File: config.mk
export PLATFORM = sky130hd
export DESIGN_NAME = pwr_sequencer_flat
export DESIGN_NICKNAME = d
export VERILOG_FILES = /design/src/pwr_seq_pkg.sv /design/src/pwr_link_if.sv /design/src/pwr_sequencer.sv /design/src/pwr_debounce.sv /design/src/flat_wrapper.sv
export VERILOG_INCLUDE_DIRS = /design/src
export SDC_FILE = /design/constraint.sdc
export NUM_CORES = 1
export LEC_CHECK = 0
export BUFFER_PORTS_ARGS = -buffer_cell sky130_fd_sc_hd__buf_2
export CAP_MARGIN = 20
export CORE_MARGIN = 4
export CORE_UTILIZATION = 40
export DETAILED_ROUTE_END_ITERATION = 16
export SYNTH_ARGS = -nofsm -noshare
export SYNTH_HDL_FRONTEND = slang
export SYNTH_SLANG_ARGS = --single-unit
File: constraint.sdc
create_clock -name i_ref_clk -period 7.2 [get_ports i_ref_clk]
set_input_delay 0.72 -clock i_ref_clk [delete_from_list [all_inputs] [get_ports i_ref_clk]]
set_output_delay 0.72 -clock i_ref_clk [all_outputs]
set_load 0.03 [all_outputs]
File: src/pwr_seq_regs.svh
/*
 * timing counts and field positions of the power-up reset sequencer.
 * assumes a 125 MHz reference clock (8 ns period).
 */
// Overview of operation
// - ramp io rail first, reset held low
// - then pll and second core rail, wait stable
// - then first core rail, wait stable
// - then forward slow clock, processor held
// - then forward fast clock, processor gates it
// - release reset after pll rail, clocks stable
// - processor checks fuses, then releases warm reset
// - auxiliary devices switched on by processor software
// - power-off: reset, stop fast clock, rails off
// - boot pins: 10 master, 11 slave
// - master takes push button, decides power
// - slave powers on while request high
// - first boot pin high: 1.2 V, io first
// - first boot pin high: adaptive voltage protocol
// - master: debounced button starts sequencer
// - reset held until rails all established
// - warm reset low runs programmed sequence only
// - optional auxiliary enable via regulator/system outputs
// - slow clock out on after reset, disableable
// - square fast clock: configure slicer bypass; nothing in this code sets a slicer bypass
// - default timer 5.3 ms enables fast clock; here fast clock follows state, timer delays first reset release
`ifndef PWR_SEQ_REGS_SVH
`define PWR_SEQ_REGS_SVH
`define CLK_PERIOD_NS 8
`define FAST_OSC_START_US 5300
`define FAST_OSC_START_CYC ((`FAST_OSC_START_US * 1000) / `CLK_PERIOD_NS)
`define DEBOUNCE_CYC 16
`define CLK_STABLE_CYC 32
`define WARM_STEP_CYC 8
`define FUSE_CHECK_CYC 16
`define BOOT_MASTER 2'h2
`define BOOT_SLAVE 2'h3
`define CORE_BOOT_MV 12'h4b0
`endif

File: src/pwr_seq_pkg.sv
/*
 * types shared by the sequencer and its processor-side partner.
 * assumes pwr_seq_regs.svh supplies the numbers.
 */
package pwr_seq_pkg;
    // power sequencer states
    typedef enum logic [3:0] {
        ST_OFF, ST_IO, ST_PLL_CORE2, ST_CORE1, ST_SLOW_CLK, ST_FAST_CLK,
        ST_RUN, ST_WARM, ST_DOWN
    } seq_state_t;
    // start-up role from boot pins
    typedef enum logic [1:0] {
        ROLE_NONE, ROLE_MASTER, ROLE_SLAVE
    } boot_role_t;
    // processor side states
    typedef enum logic [1:0] {
        CPU_HELD, CPU_FUSE, CPU_RUN
    } cpu_state_t;
endpackage

File: src/pwr_link_if.sv
/*
 * link between the power sequencer and the application processor.
 * assumes one shared reference clock for both ends.
 */
`timescale 1ns/1ps
`default_nettype none
interface pwr_link_if;
    logic por_n;          // processor power-on reset, active low
    logic slow_clk_en;    // slow clock being delivered
    logic fast_clk_en;    // fast clock being delivered
    logic warm_reset_n;   // warm reset from processor, active low
    logic aux_req;        // software request for auxiliary power
    // sequencer end
    modport device (output por_n, output slow_clk_en, output fast_clk_en,
        input warm_reset_n, input aux_req);
    // processor end
    modport host (input por_n, input slow_clk_en, input fast_clk_en,
        output warm_reset_n, output aux_req);
endinterface
`default_nettype wire

File: src/pwr_sequencer.sv
/*
 * power-up and reset sequencer of the power device.
 * assumes rail good inputs and clock inputs synchronous to i_ref_clk.
 */
`timescale 1ns/1ps
`default_nettype none
`include "pwr_seq_regs.svh"
module pwr_sequencer import pwr_seq_pkg::*; #(
    parameter int FAST_START_CYC = `FAST_OSC_START_CYC,
    parameter int DEBOUNCE = `DEBOUNCE_CYC,
    parameter int STABLE_CYC = `CLK_STABLE_CYC
) (
    input wire logic i_ref_clk,
    input wire logic i_arst_n,
    pwr_link_if.device link,
    input wire logic i_power_on_request,
    input wire logic i_power_off_request,
    input wire logic i_boot_select_first,
    input wire logic i_boot_select_second,
    input wire logic i_io_good,
    input wire logic i_core_second_good,
    input wire logic i_pll_good,
    input wire logic i_core_first_good,
    input wire logic i_warm_seq_programmed,
    input wire logic i_slow_clk_disable,
    input wire logic i_aux_enable_cfg,
    output logic o_io_supply_rail_en,
    output logic o_pll_supply_rail_en,
    output logic o_core_rail_second_en,
    output logic o_core_rail_first_en,
    output logic o_slow_clock_out_en,
    output logic o_fast_clock_out_en,
    output logic o_por_n,
    output logic o_adaptive_protocol,
    output logic [11:0] o_core_boot_mv,
    output logic o_regulator_enable_out,
    output logic o_system_enable_out,
    output logic o_warm_busy,
    output logic [1:0] o_boot_role
);
    seq_state_t st_q;           // sequencer state
    boot_role_t role_q;         // latched start-up role
    logic role_valid_q;         // role captured after reset release
    logic btn_q;                // debounced request level
    logic btn_prev_q;           // previous debounced level, for edge
    logic btn_lvl;              // debounce output
    logic on_press;             // button edge in master mode
    logic want_on;              // power-on demand
    logic [$clog2(FAST_START_CYC+1)-1:0] tmr_q; // fast oscillator timer
    logic [7:0] stab_q;         // clock stable / warm step counter
    logic warm_prev_q;          // previous warm reset level
    logic first_up_q;           // still before the first power-up
    logic slow_clk_q;           // slow clock forwarded to processor

    // button and slave level share one qualifier
    pwr_debounce #(.CYC(DEBOUNCE)) u_btn (
        .i_ref_clk(i_ref_clk),
        .i_arst_n(i_arst_n),
        .i_level(i_power_on_request),
        .o_level(btn_lvl)
    );

    // boot role decode
    function automatic boot_role_t decode_role(input logic first, input logic second);
        if ({first, second} == `BOOT_MASTER) begin
            return ROLE_MASTER;
        end else if ({first, second} == `BOOT_SLAVE) begin
            return ROLE_SLAVE;
        end
        return ROLE_NONE;
    endfunction

    // strap capture on the first clock after reset release
    always_ff @(posedge i_ref_clk or negedge i_arst_n) begin
        if (!i_arst_n) begin
            role_q <= ROLE_NONE;
            role_valid_q <= 1'b0;
            o_adaptive_protocol <= 1'b0;
            o_core_boot_mv <= 12'h000;
        end else if (!role_valid_q) begin
            role_valid_q <= 1'b1;
            role_q <= decode_role(i_boot_select_first, i_boot_select_second);
            o_adaptive_protocol <= i_boot_select_first;
            o_core_boot_mv <= i_boot_select_first ? `CORE_BOOT_MV : 12'h000;
        end
    end

    // button edge tracking
    always_ff @(posedge i_ref_clk or negedge i_arst_n) begin
        if (!i_arst_n) begin
            btn_q <= 1'b0;
            btn_prev_q <= 1'b0;
        end else begin
            btn_q <= btn_lvl;
            btn_prev_q <= btn_q;
        end
    end
    assign on_press = (role_q == ROLE_MASTER) && btn_q && !btn_prev_q;
    // slave powers on while master holds request high
    assign want_on = on_press || ((role_q == ROLE_SLAVE) && btn_q);

    // fast oscillator default timer, runs once from reset
    always_ff @(posedge i_ref_clk or negedge i_arst_n) begin
        if (!i_arst_n) begin
            tmr_q <= '0;
        end else if (tmr_q != ($clog2(FAST_START_CYC+1))'(FAST_START_CYC)) begin
            tmr_q <= tmr_q + 1'b1;
        end
    end

    // main sequencer
    always_ff @(posedge i_ref_clk or negedge i_arst_n) begin
        if (!i_arst_n) begin
            st_q <= ST_OFF;
            stab_q <= 8'h00;
            first_up_q <= 1'b1;
            warm_prev_q <= 1'b1;
        end else begin
            warm_prev_q <= link.warm_reset_n;
            unique case (st_q)
                ST_OFF: begin
                    stab_q <= 8'h00;
                    if (role_valid_q && role_q != ROLE_NONE && want_on) begin
                        st_q <= ST_IO;
                    end
                end
                ST_IO: begin
                    if (i_io_good) begin
                        st_q <= ST_PLL_CORE2;
                    end
                end
                ST_PLL_CORE2: begin
                    if (i_core_second_good) begin
                        st_q <= ST_CORE1;
                    end
                end
                ST_CORE1: begin
                    if (i_core_first_good) begin
                        st_q <= ST_SLOW_CLK;
                    end
                end
                ST_SLOW_CLK: begin
                    if (stab_q == 8'(STABLE_CYC)) begin
                        stab_q <= 8'h00;
                        st_q <= ST_FAST_CLK;
                    end else begin
                        stab_q <= stab_q + 8'h01;
                    end
                end
                ST_FAST_CLK: begin
                    // wait the default timer at first power-up
                    if (first_up_q && tmr_q != ($clog2(FAST_START_CYC+1))'(FAST_START_CYC)) begin
                        stab_q <= 8'h00;
                    end else if (stab_q == 8'(STABLE_CYC)) begin
                        if (i_pll_good && i_io_good && i_core_first_good
                            && i_core_second_good) begin
                            st_q <= ST_RUN;
                            first_up_q <= 1'b0;
                        end
                    end else begin
                        stab_q <= stab_q + 8'h01;
                    end
                end
                ST_RUN: begin
                    if (warm_prev_q && !link.warm_reset_n && i_warm_seq_programmed) begin
                        st_q <= ST_WARM;
                        stab_q <= 8'h00;
                    end
                end
                ST_WARM: begin
                    if (stab_q == 8'(`WARM_STEP_CYC)) begin
                        st_q <= ST_RUN;
                    end else begin
                        stab_q <= stab_q + 8'h01;
                    end
                end
                ST_DOWN: begin
                    st_q <= ST_OFF;
                end
            endcase
            // power-off, master button in run or slave request low, down state next
            if (st_q != ST_OFF && st_q != ST_DOWN
                && (i_power_off_request || (st_q == ST_RUN && on_press)
                    || (role_q == ROLE_SLAVE && !btn_q))) begin
                st_q <= ST_DOWN;
            end
        end
    end

    // outputs registered from the state
    always_ff @(posedge i_ref_clk or negedge i_arst_n) begin
        if (!i_arst_n) begin
            o_io_supply_rail_en <= 1'b0;
            o_pll_supply_rail_en <= 1'b0;
            o_core_rail_second_en <= 1'b0;
            o_core_rail_first_en <= 1'b0;
            o_fast_clock_out_en <= 1'b0;
            o_por_n <= 1'b0;
            o_regulator_enable_out <= 1'b0;
            o_system_enable_out <= 1'b0;
            o_warm_busy <= 1'b0;
            slow_clk_q <= 1'b0;
        end else begin
            // rails hold their level in the down state, so they drop one
            // cycle after reset asserts and the fast clock stops
            o_io_supply_rail_en <= (st_q == ST_DOWN) ? o_io_supply_rail_en
                : (st_q != ST_OFF);
            o_pll_supply_rail_en <= (st_q == ST_DOWN) ? o_pll_supply_rail_en
                : (st_q inside {ST_PLL_CORE2, ST_CORE1, ST_SLOW_CLK, ST_FAST_CLK, ST_RUN,
                ST_WARM});
            o_core_rail_second_en <= (st_q == ST_DOWN) ? o_core_rail_second_en
                : (st_q inside {ST_PLL_CORE2, ST_CORE1, ST_SLOW_CLK, ST_FAST_CLK, ST_RUN,
                ST_WARM});
            o_core_rail_first_en <= (st_q == ST_DOWN) ? o_core_rail_first_en
                : (st_q inside {ST_CORE1, ST_SLOW_CLK, ST_FAST_CLK, ST_RUN, ST_WARM});
            slow_clk_q <= st_q inside {ST_SLOW_CLK, ST_FAST_CLK, ST_RUN, ST_WARM};
            o_fast_clock_out_en <= st_q inside {ST_FAST_CLK, ST_RUN, ST_WARM};
            o_por_n <= st_q inside {ST_RUN, ST_WARM};
            // auxiliary enables only on software request after boot
            o_regulator_enable_out <= i_aux_enable_cfg && link.aux_req
                && (st_q inside {ST_RUN, ST_WARM});
            o_system_enable_out <= i_aux_enable_cfg && link.aux_req
                && (st_q inside {ST_RUN, ST_WARM});
            o_warm_busy <= (st_q == ST_WARM);
        end
    end

    // slow clock buffer, on from reset unless disabled
    always_ff @(posedge i_ref_clk or negedge i_arst_n) begin
        if (!i_arst_n) begin
            o_slow_clock_out_en <= 1'b1;
        end else begin
            o_slow_clock_out_en <= !i_slow_clk_disable;
        end
    end

    assign o_boot_role = role_q;
    assign link.por_n = o_por_n;
    assign link.slow_clk_en = slow_clk_q;
    assign link.fast_clk_en = o_fast_clock_out_en;
endmodule
`default_nettype wire

File: src/pwr_debounce.sv
/*
 * stable-level qualifier for the push button request input.
 * assumes the input is already synchronous to i_ref_clk.
 */
`timescale 1ns/1ps
`default_nettype none
module pwr_debounce #(
    parameter int CYC = 16
) (
    input wire logic i_ref_clk,
    input wire logic i_arst_n,
    input wire logic i_level,
    output logic o_level
);
    logic [$clog2(CYC+1)-1:0] cnt_q; // cycles input has differed
    // output follows input only after CYC equal samples
    always_ff @(posedge i_ref_clk or negedge i_arst_n) begin
        if (!i_arst_n) begin
            cnt_q <= '0;
            o_level <= 1'b0;
        end else if (i_level == o_level) begin
            cnt_q <= '0;
        end else if (cnt_q == ($clog2(CYC+1))'(CYC - 1)) begin
            cnt_q <= '0;
            o_level <= i_level;
        end else begin
            cnt_q <= cnt_q + 1'b1;
        end
    end
endmodule
`default_nettype wire

File: src/flat_wrapper.sv
// flat-port wrapper written by rule: the top's interface ports become plain ports
module pwr_sequencer_flat import pwr_seq_pkg::*;
#(
    parameter int FAST_START_CYC = `FAST_OSC_START_CYC,
    parameter int DEBOUNCE = `DEBOUNCE_CYC,
    parameter int STABLE_CYC = `CLK_STABLE_CYC
)
  (i_ref_clk, i_arst_n, i_power_on_request, i_power_off_request, i_boot_select_first, i_boot_select_second, i_io_good, i_core_second_good, i_pll_good, i_core_first_good, i_warm_seq_programmed, i_slow_clk_disable, i_aux_enable_cfg, o_io_supply_rail_en, o_pll_supply_rail_en, o_core_rail_second_en, o_core_rail_first_en, o_slow_clock_out_en, o_fast_clock_out_en, o_por_n, o_adaptive_protocol, o_core_boot_mv, o_regulator_enable_out, o_system_enable_out, o_warm_busy, o_boot_role, link_por_n, link_slow_clk_en, link_fast_clk_en, link_warm_reset_n, link_aux_req);
  pwr_link_if link_i ();
  input wire logic i_ref_clk;
  input wire logic i_arst_n;
  input wire logic i_power_on_request;
  input wire logic i_power_off_request;
  input wire logic i_boot_select_first;
  input wire logic i_boot_select_second;
  input wire logic i_io_good;
  input wire logic i_core_second_good;
  input wire logic i_pll_good;
  input wire logic i_core_first_good;
  input wire logic i_warm_seq_programmed;
  input wire logic i_slow_clk_disable;
  input wire logic i_aux_enable_cfg;
  output logic o_io_supply_rail_en;
  output logic o_pll_supply_rail_en;
  output logic o_core_rail_second_en;
  output logic o_core_rail_first_en;
  output logic o_slow_clock_out_en;
  output logic o_fast_clock_out_en;
  output logic o_por_n;
  output logic o_adaptive_protocol;
  output logic [11:0] o_core_boot_mv;
  output logic o_regulator_enable_out;
  output logic o_system_enable_out;
  output logic o_warm_busy;
  output logic [1:0] o_boot_role;
  output wire logic [$bits(link_i.por_n)-1:0] link_por_n;
  output wire logic [$bits(link_i.slow_clk_en)-1:0] link_slow_clk_en;
  output wire logic [$bits(link_i.fast_clk_en)-1:0] link_fast_clk_en;
  input wire logic [$bits(link_i.warm_reset_n)-1:0] link_warm_reset_n;
  input wire logic [$bits(link_i.aux_req)-1:0] link_aux_req;
  assign link_por_n = link_i.por_n;
  assign link_slow_clk_en = link_i.slow_clk_en;
  assign link_fast_clk_en = link_i.fast_clk_en;
  assign link_i.warm_reset_n = link_warm_reset_n;
  assign link_i.aux_req = link_aux_req;
  pwr_sequencer #(.FAST_START_CYC(FAST_START_CYC), .DEBOUNCE(DEBOUNCE), .STABLE_CYC(STABLE_CYC)) u_core (.i_ref_clk(i_ref_clk), .i_arst_n(i_arst_n), .link(link_i), .i_power_on_request(i_power_on_request), .i_power_off_request(i_power_off_request), .i_boot_select_first(i_boot_select_first), .i_boot_select_second(i_boot_select_second), .i_io_good(i_io_good), .i_core_second_good(i_core_second_good), .i_pll_good(i_pll_good), .i_core_first_good(i_core_first_good), .i_warm_seq_programmed(i_warm_seq_programmed), .i_slow_clk_disable(i_slow_clk_disable), .i_aux_enable_cfg(i_aux_enable_cfg), .o_io_supply_rail_en(o_io_supply_rail_en), .o_pll_supply_rail_en(o_pll_supply_rail_en), .o_core_rail_second_en(o_core_rail_second_en), .o_core_rail_first_en(o_core_rail_first_en), .o_slow_clock_out_en(o_slow_clock_out_en), .o_fast_clock_out_en(o_fast_clock_out_en), .o_por_n(o_por_n), .o_adaptive_protocol(o_adaptive_protocol), .o_core_boot_mv(o_core_boot_mv), .o_regulator_enable_out(o_regulator_enable_out), .o_system_enable_out(o_system_enable_out), .o_warm_busy(o_warm_busy), .o_boot_role(o_boot_role));
endmodule
* Yosys cells after proc, flatten, opt, wreduce, memory -nomap -nowiden
Index checks and enable logic that the tools add are counted.
** Storage, ports and cells
- Bits in registers :: 67
- Bits of input ports :: 15
- Word-level logic and storage cells :: 122
** Cells by class
- Add/subtract/negate cells :: 3
- Equal/unequal tests :: 31
- Multiplexer cells :: 27
- Bitwise logic cells :: 2
- Reductions and logical operators :: 37
** Operator list (count)
- two-way mux 4 bit :: 11
- two-way mux 8 bit :: 5
- case mux 8 bit (5 select lines) :: 1
- case mux 4 bit (9 select lines) :: 1
- adder 20 x 1 -> 20 bit (second input constant) :: 1
- inequality test 20 bit (second input constant) :: 1
- inequality test 3 x 1 -> 1 bit (second input constant) :: 6
- logical AND 1 bit :: 17
- == test 4 x 3 -> 1 bit (second input constant) :: 4
- two-way mux 11 bit :: 1
- two-way mux 5 bit :: 2
- AND reduction 10 bit :: 1
- nonzero test 5 bit :: 2
- inequality test 3 x 2 -> 1 bit (second input constant) :: 3
- adder 8 x 1 -> 8 bit (second input constant) :: 1
- == test 4 x 2 -> 1 bit (second input constant) :: 2
- == test 8 x 4 -> 1 bit (second input constant) :: 1
- == test 8 x 6 -> 1 bit (second input constant) :: 1
- AND reduction 4 bit :: 2
- nonzero test 4 bit :: 2
- == test 2 bit (second input constant) :: 3
- two-way mux 2 bit :: 3
- inequality test 3 bit (second input constant) :: 2
- nonzero test 6 bit :: 1
- 17 further kinds :: 26

* Longest topological paths before layout
- Depth after elaboration :: 9
- Depth in mapped cells :: 9

* Cells and area by module
Synthesis repeated with hierarchy kept, for this count alone.
** Unflattened totals
- Cells, all modules :: 268
- Area total of the unflattened synthesis :: 2802.7 um^2
** By module, submodules not included
- pwr_sequencer :: times used 1, cells an instance 247, area each 2541.2 um^2, seq. area each 1229.9 um^2
- pwr_debounce :: times used 1, cells an instance 21, area each 261.5 um^2, seq. area each 150.1 um^2

* Worst setup path after synthesis
Ideal clock, no wire load.
- Kind :: reg2reg
- From :: register u_core.stab_q[0]
- To :: register u_core.stab_q[0]
- Library setup time :: 0.127 ns
- Arrival time :: 2.152 ns
- Required time :: 7.073 ns
- Setup slack :: 4.920 ns
- Stages on the path, launching flop included :: 10
- Clock period less this slack :: 2.280 ns
- Cells stage by stage :: dfrtp_1 -> inv_1 -> ha_1 -> or3b_1 -> or4_1 -> nor3_1 -> a2111o_1 -> buf_2 -> nor2b_4 -> mux2_1
** Between the ends
- Word-level cells in the longest chain between the ends :: 4
** Ends and longest elaborated chain
- from (decl) :: line pwr_sequencer.sv:50 : logic [7:0] stab_q;
- from (signal assigned) :: line pwr_sequencer.sv:147 : stab_q <= stab_q + 8'h01;
- from (signal assigned) :: line pwr_sequencer.sv:161 : stab_q <= stab_q + 8'h01;
- from (signal assigned) :: line pwr_sequencer.sv:174 : stab_q <= stab_q + 8'h01;
- adder 8 x 1 -> 8 bit :: line pwr_sequencer.sv:147, pwr_sequencer.sv:161, pwr_sequencer.sv:174
- two-way mux 8 bit :: line pwr_sequencer.sv:154 : end else if (stab_q == 8'(STABLE_CYC)) begin
- two-way mux 8 bit :: line pwr_sequencer.sv:152 : if (first_up_q && tmr_q != ($clog2(FAST_START_CYC+1))'(FAST_START_CYC)) begin
- case mux 8 bit (5 select lines) :: line pwr_sequencer.sv:120 : unique case (st_q)
Parallel ways exist; a longest one is shown, timed or not. The select of a mux whose other input is x is not followed.
A chain may end at the register's enable or synchronous reset.

* Worst setup path after layout
Same ends and word-level chain as after synthesis.

==> results.yml <==
run_status:
  outcome: "finished clean"
clock_network:
  clk_pin_slew_worst_paths_ns: 0.10
  cts.htree.levels: 2
  cts-resized-gates: 0
  cts.sinks: 55
  post_cts_buffers: 0
  numCtsBuffers: 5
  tritoncts: "done"
  clk_path_buf_depth: 2
  root_buffer: "clkbuf_8"
  clock_latency_ns: 0.31
  cts_hold_buf: 0
yosys:
  netlist_area_mm2: 0.00274
  synth_edf_count: 0
  syn_inst: 267
  yosys_warnings: 0
  synth_seq_cells: 55
  ys_seq_area_frac: 0.503
  synth.distinct_cells: 51
  async_reset_ff_frac: 1.00
  synth.avg_cell_area_um2: 10.3
  synthFlopType: "dfrtp_1"
routing:
  dr_total_vias: 1936
  drtIter0Drc: 89
  firstDrtPassIters: 4
  viasPerCell: 5.22
  ant_nets: 0
  drc: 0
  post_drt_wl_per_cell_um: 13.6
  wl_mm: 5.04
final_layout:
  layout-drive-gt1-share: 0.177
  antenna_cells: 0
  final_cells: 371
  multi_input_area_mm2: 0.00118
  syn2layout_area_growth_pct: 9.54
  stdcell_area_mm2: 0.00300
  post-route-util: 0.462
  regArea_mm2: 0.00138
  fin_nets: 313
  fillers: 623
power_and_ir_drop:
  p_switching_w: 0.000247
  ir_worst_vdd_mv: 0.0909
  pwr-share-seq: 0.494
  p_comb_frac: 0.222
  cellLeakagePower_nw: 1.44
  cellPowerDensity_mw_per_mm2: 247
  clock_power_share: 0.284
  switching_share: 0.334
  p_int_w: 0.000493
setup_path:
  critPathCaptureType: "flip-flop"
  crit_required_ns: 7.39
  start_kind: "flip-flop"
  cp.arrival_ns: 2.71
  path_class: "flip-flop to flip-flop"
  cp_max_fo: 10
sta:
  whs_ns: 0.428
  finalCritPeriodShare: 0.350
  finalCriticalPeriod_ns: 2.52
  setup_tns_ns: 0
  clock_skew_ns: 0.0140
  rsz0062_at_grt: "no"
  final_max_slew_viol_count: 0
  worst_pin_slew_ns: 0.687
  final-hold-violation-count: 0
  setup_viol: 0
  timing.fmax_mhz: 397
  max_slew_margin: 0.542
min_path:
  holdCritPathClass: "flip-flop to flip-flop"
place:
  place_congestion: 0.785
  postPlaceCellArea_mm2: 0.00289
  dp_hpwl_mm: 3.51
  dp_cells: 363
  port_buffers: 34
floorplanning:
  initial_core_util: 0.422
  die_y_um: 90.8
  dieWidth_um: 90.8
  die_area_mm2: 0.00824
  rows: 29
  core-area_mm2: 0.00649
  pin_count: 43
grt:
  grt_max_degree: 56
  antenna_found_initial: 0
  grt_pass1_vias: 1841
  gr-usage-all-layers: 0.131
  grt-ovfl-total: 0
  grt_pass1_wl_mm: 8.96
job:
  maxCapViolCount: 0
==> layout by cell type, fill, tap and decap left out, types with 5 or more instances in the layout <==
cell type	instances
a22o_1	7
nand3_1	15
nand2_1	20
nor2b_1	5
and3_1	6
nand4_1	5
o21ai_0	10
clkbuf_8	5
inv_1	13
buf_2	34
conb_1	9
xor2_1	8
nor3_1	6
nor2_1	23
ha_1	5
dfrtp_1	52
xnor2_1	12
==> area by class of cell <==
class | count | area share
timing repair buffer | 35 | 0.0592
multi-input combinational | 183 | 0.394
inverter | 13 | 0.0162
sequential | 55 | 0.460
tap | 77 | 0.0321
clock buffer | 5 | 0.0229
clock inverter | 3 | 0.0158
==> per-layer routing <==
metal	routed length, um	part of all wire	vias up	track usage
met5	0	0	-	0
met4	63	0.013	0	0.0553
met3	218	0.043	4	0.0275
met2	2240	0.45	48	0.198
met1	2510	0.50	931	0.184
li1	-	-	953	-
==> stage by stage <==
stage | setup WS [ns] | power [W]
floorplan | 4.92 | 0.000504
global placement | 4.76 | 0.000536
detailed placement | 4.66 | 0.000538
CTS | 4.65 | 0.000752
global route | 4.46 | 0.000789
finish | 4.68 | 0.000740
==> cell usage after synthesis (2+ instances only) <==
cell type  count  area, um2
dfrtp_1       52       1300
nor2_1        23       86.3
nand2_1       20       75.1
buf_4         16        120
nand3_1       15       75.1
inv_1         13       48.8
xnor2_1       12        105
o21ai_0       10       50.1
xor2_1         8       70.1
a22o_1         7       61.3
and3_1         6       37.5
nor3_1         6       30.0
clkbuf_1       5       18.8
ha_1           5       62.6
nand4_1        5       31.3
nor2b_1        5       31.3
a211oi_1       3       22.5
a21o_1         3       22.5
a21oi_1        3       15.0
a31oi_1        3       18.8
and2_1         3       18.8
dfstp_2        3       78.8
nand2b_1       3       18.8
or3_1          3       18.8
a31o_1         2       17.5
conb_1         2       7.51
mux2_2         2       22.5
mux2i_1        2       20.0
nor3b_1        2       15.0
o21bai_1       2       15.0
o31a_1         2       17.5
o31ai_1        2       15.0
==> worst max-delay path, cell delays in order, from the launching register on <==
cell      delay (ns)
dfrtp_1         0.40
inv_1           0.09
ha_1            0.13
or3b_1          0.38
or4_1           0.46
nor3_1          0.17
a2111o_1        0.36
nor2b_4         0.11
mux2_1          0.30
==> sequential cells by signal, indices dropped and copies added, names as in the netlist, 2 cells and up <==
name / flops
u_core.stab_q: 8
u_core.st_q: 4
u_core.u_btn.cnt_q: 5
u_core.tmr_q: 20
u_core.o_boot_role: 2
==> power groups by stage <==
stage / clock [W] / sequential (W) / combinational [W]
finish: 0.000210 / 0.000365 / 0.000165
global route: 0.000232 / 0.000372 / 0.000185
CTS: 0.000220 / 0.000365 / 0.000167
detailed placement: 0 / 0.000371 / 0.000167
global placement: 0 / 0.000370 / 0.000165
floorplan: 0 / 0.000364 / 0.000140
==> kinds of logic (layout without fill, tap and decap cells) <==
family / Yosys count / count (layout) / share of synthesized area
AND/OR/NAND/NOR: 101 / 101 / 0.193
flip-flops: 55 / 55 / 0.503
AO/OA/AOI/OAI: 43 / 43 / 0.120
buffers and inverters: 36 / 56 / 0.0744
XOR/XNOR: 20 / 20 / 0.0639
adder cells (fa/ha/maj): 5 / 5 / 0.0228
multiplexers: 5 / 5 / 0.0196
other: 2 / 9 / 0.00274
==> path summary, 6_finish.rpt <==
check,endpoint,start,slack [ns],cells after the start
max in group asynchronous,u_core.tmr_q[3]$_DFFE_PN0N_,i_arst_n,6.21,2
worst max register to register,u_core.stab_q[0]$_DFFE_PN0P_,u_core.stab_q[0]$_DFFE_PN0P_,4.68,8
worst min register to register,u_core.btn_q$_DFF_PN0_,u_core.u_btn.o_level$_DFFE_PN0P_,0.43,0
worst min-delay path,u_core.btn_q$_DFF_PN0_,u_core.u_btn.o_level$_DFFE_PN0P_,0.43,0
min in group asynchronous,u_core.role_valid_q$_DFF_PN0_,i_arst_n,0.52,2
worst max-delay path,u_core.stab_q[0]$_DFFE_PN0P_,u_core.stab_q[0]$_DFFE_PN0P_,4.68,8
No activity file was read; power rests on OpenSTA's default activity.
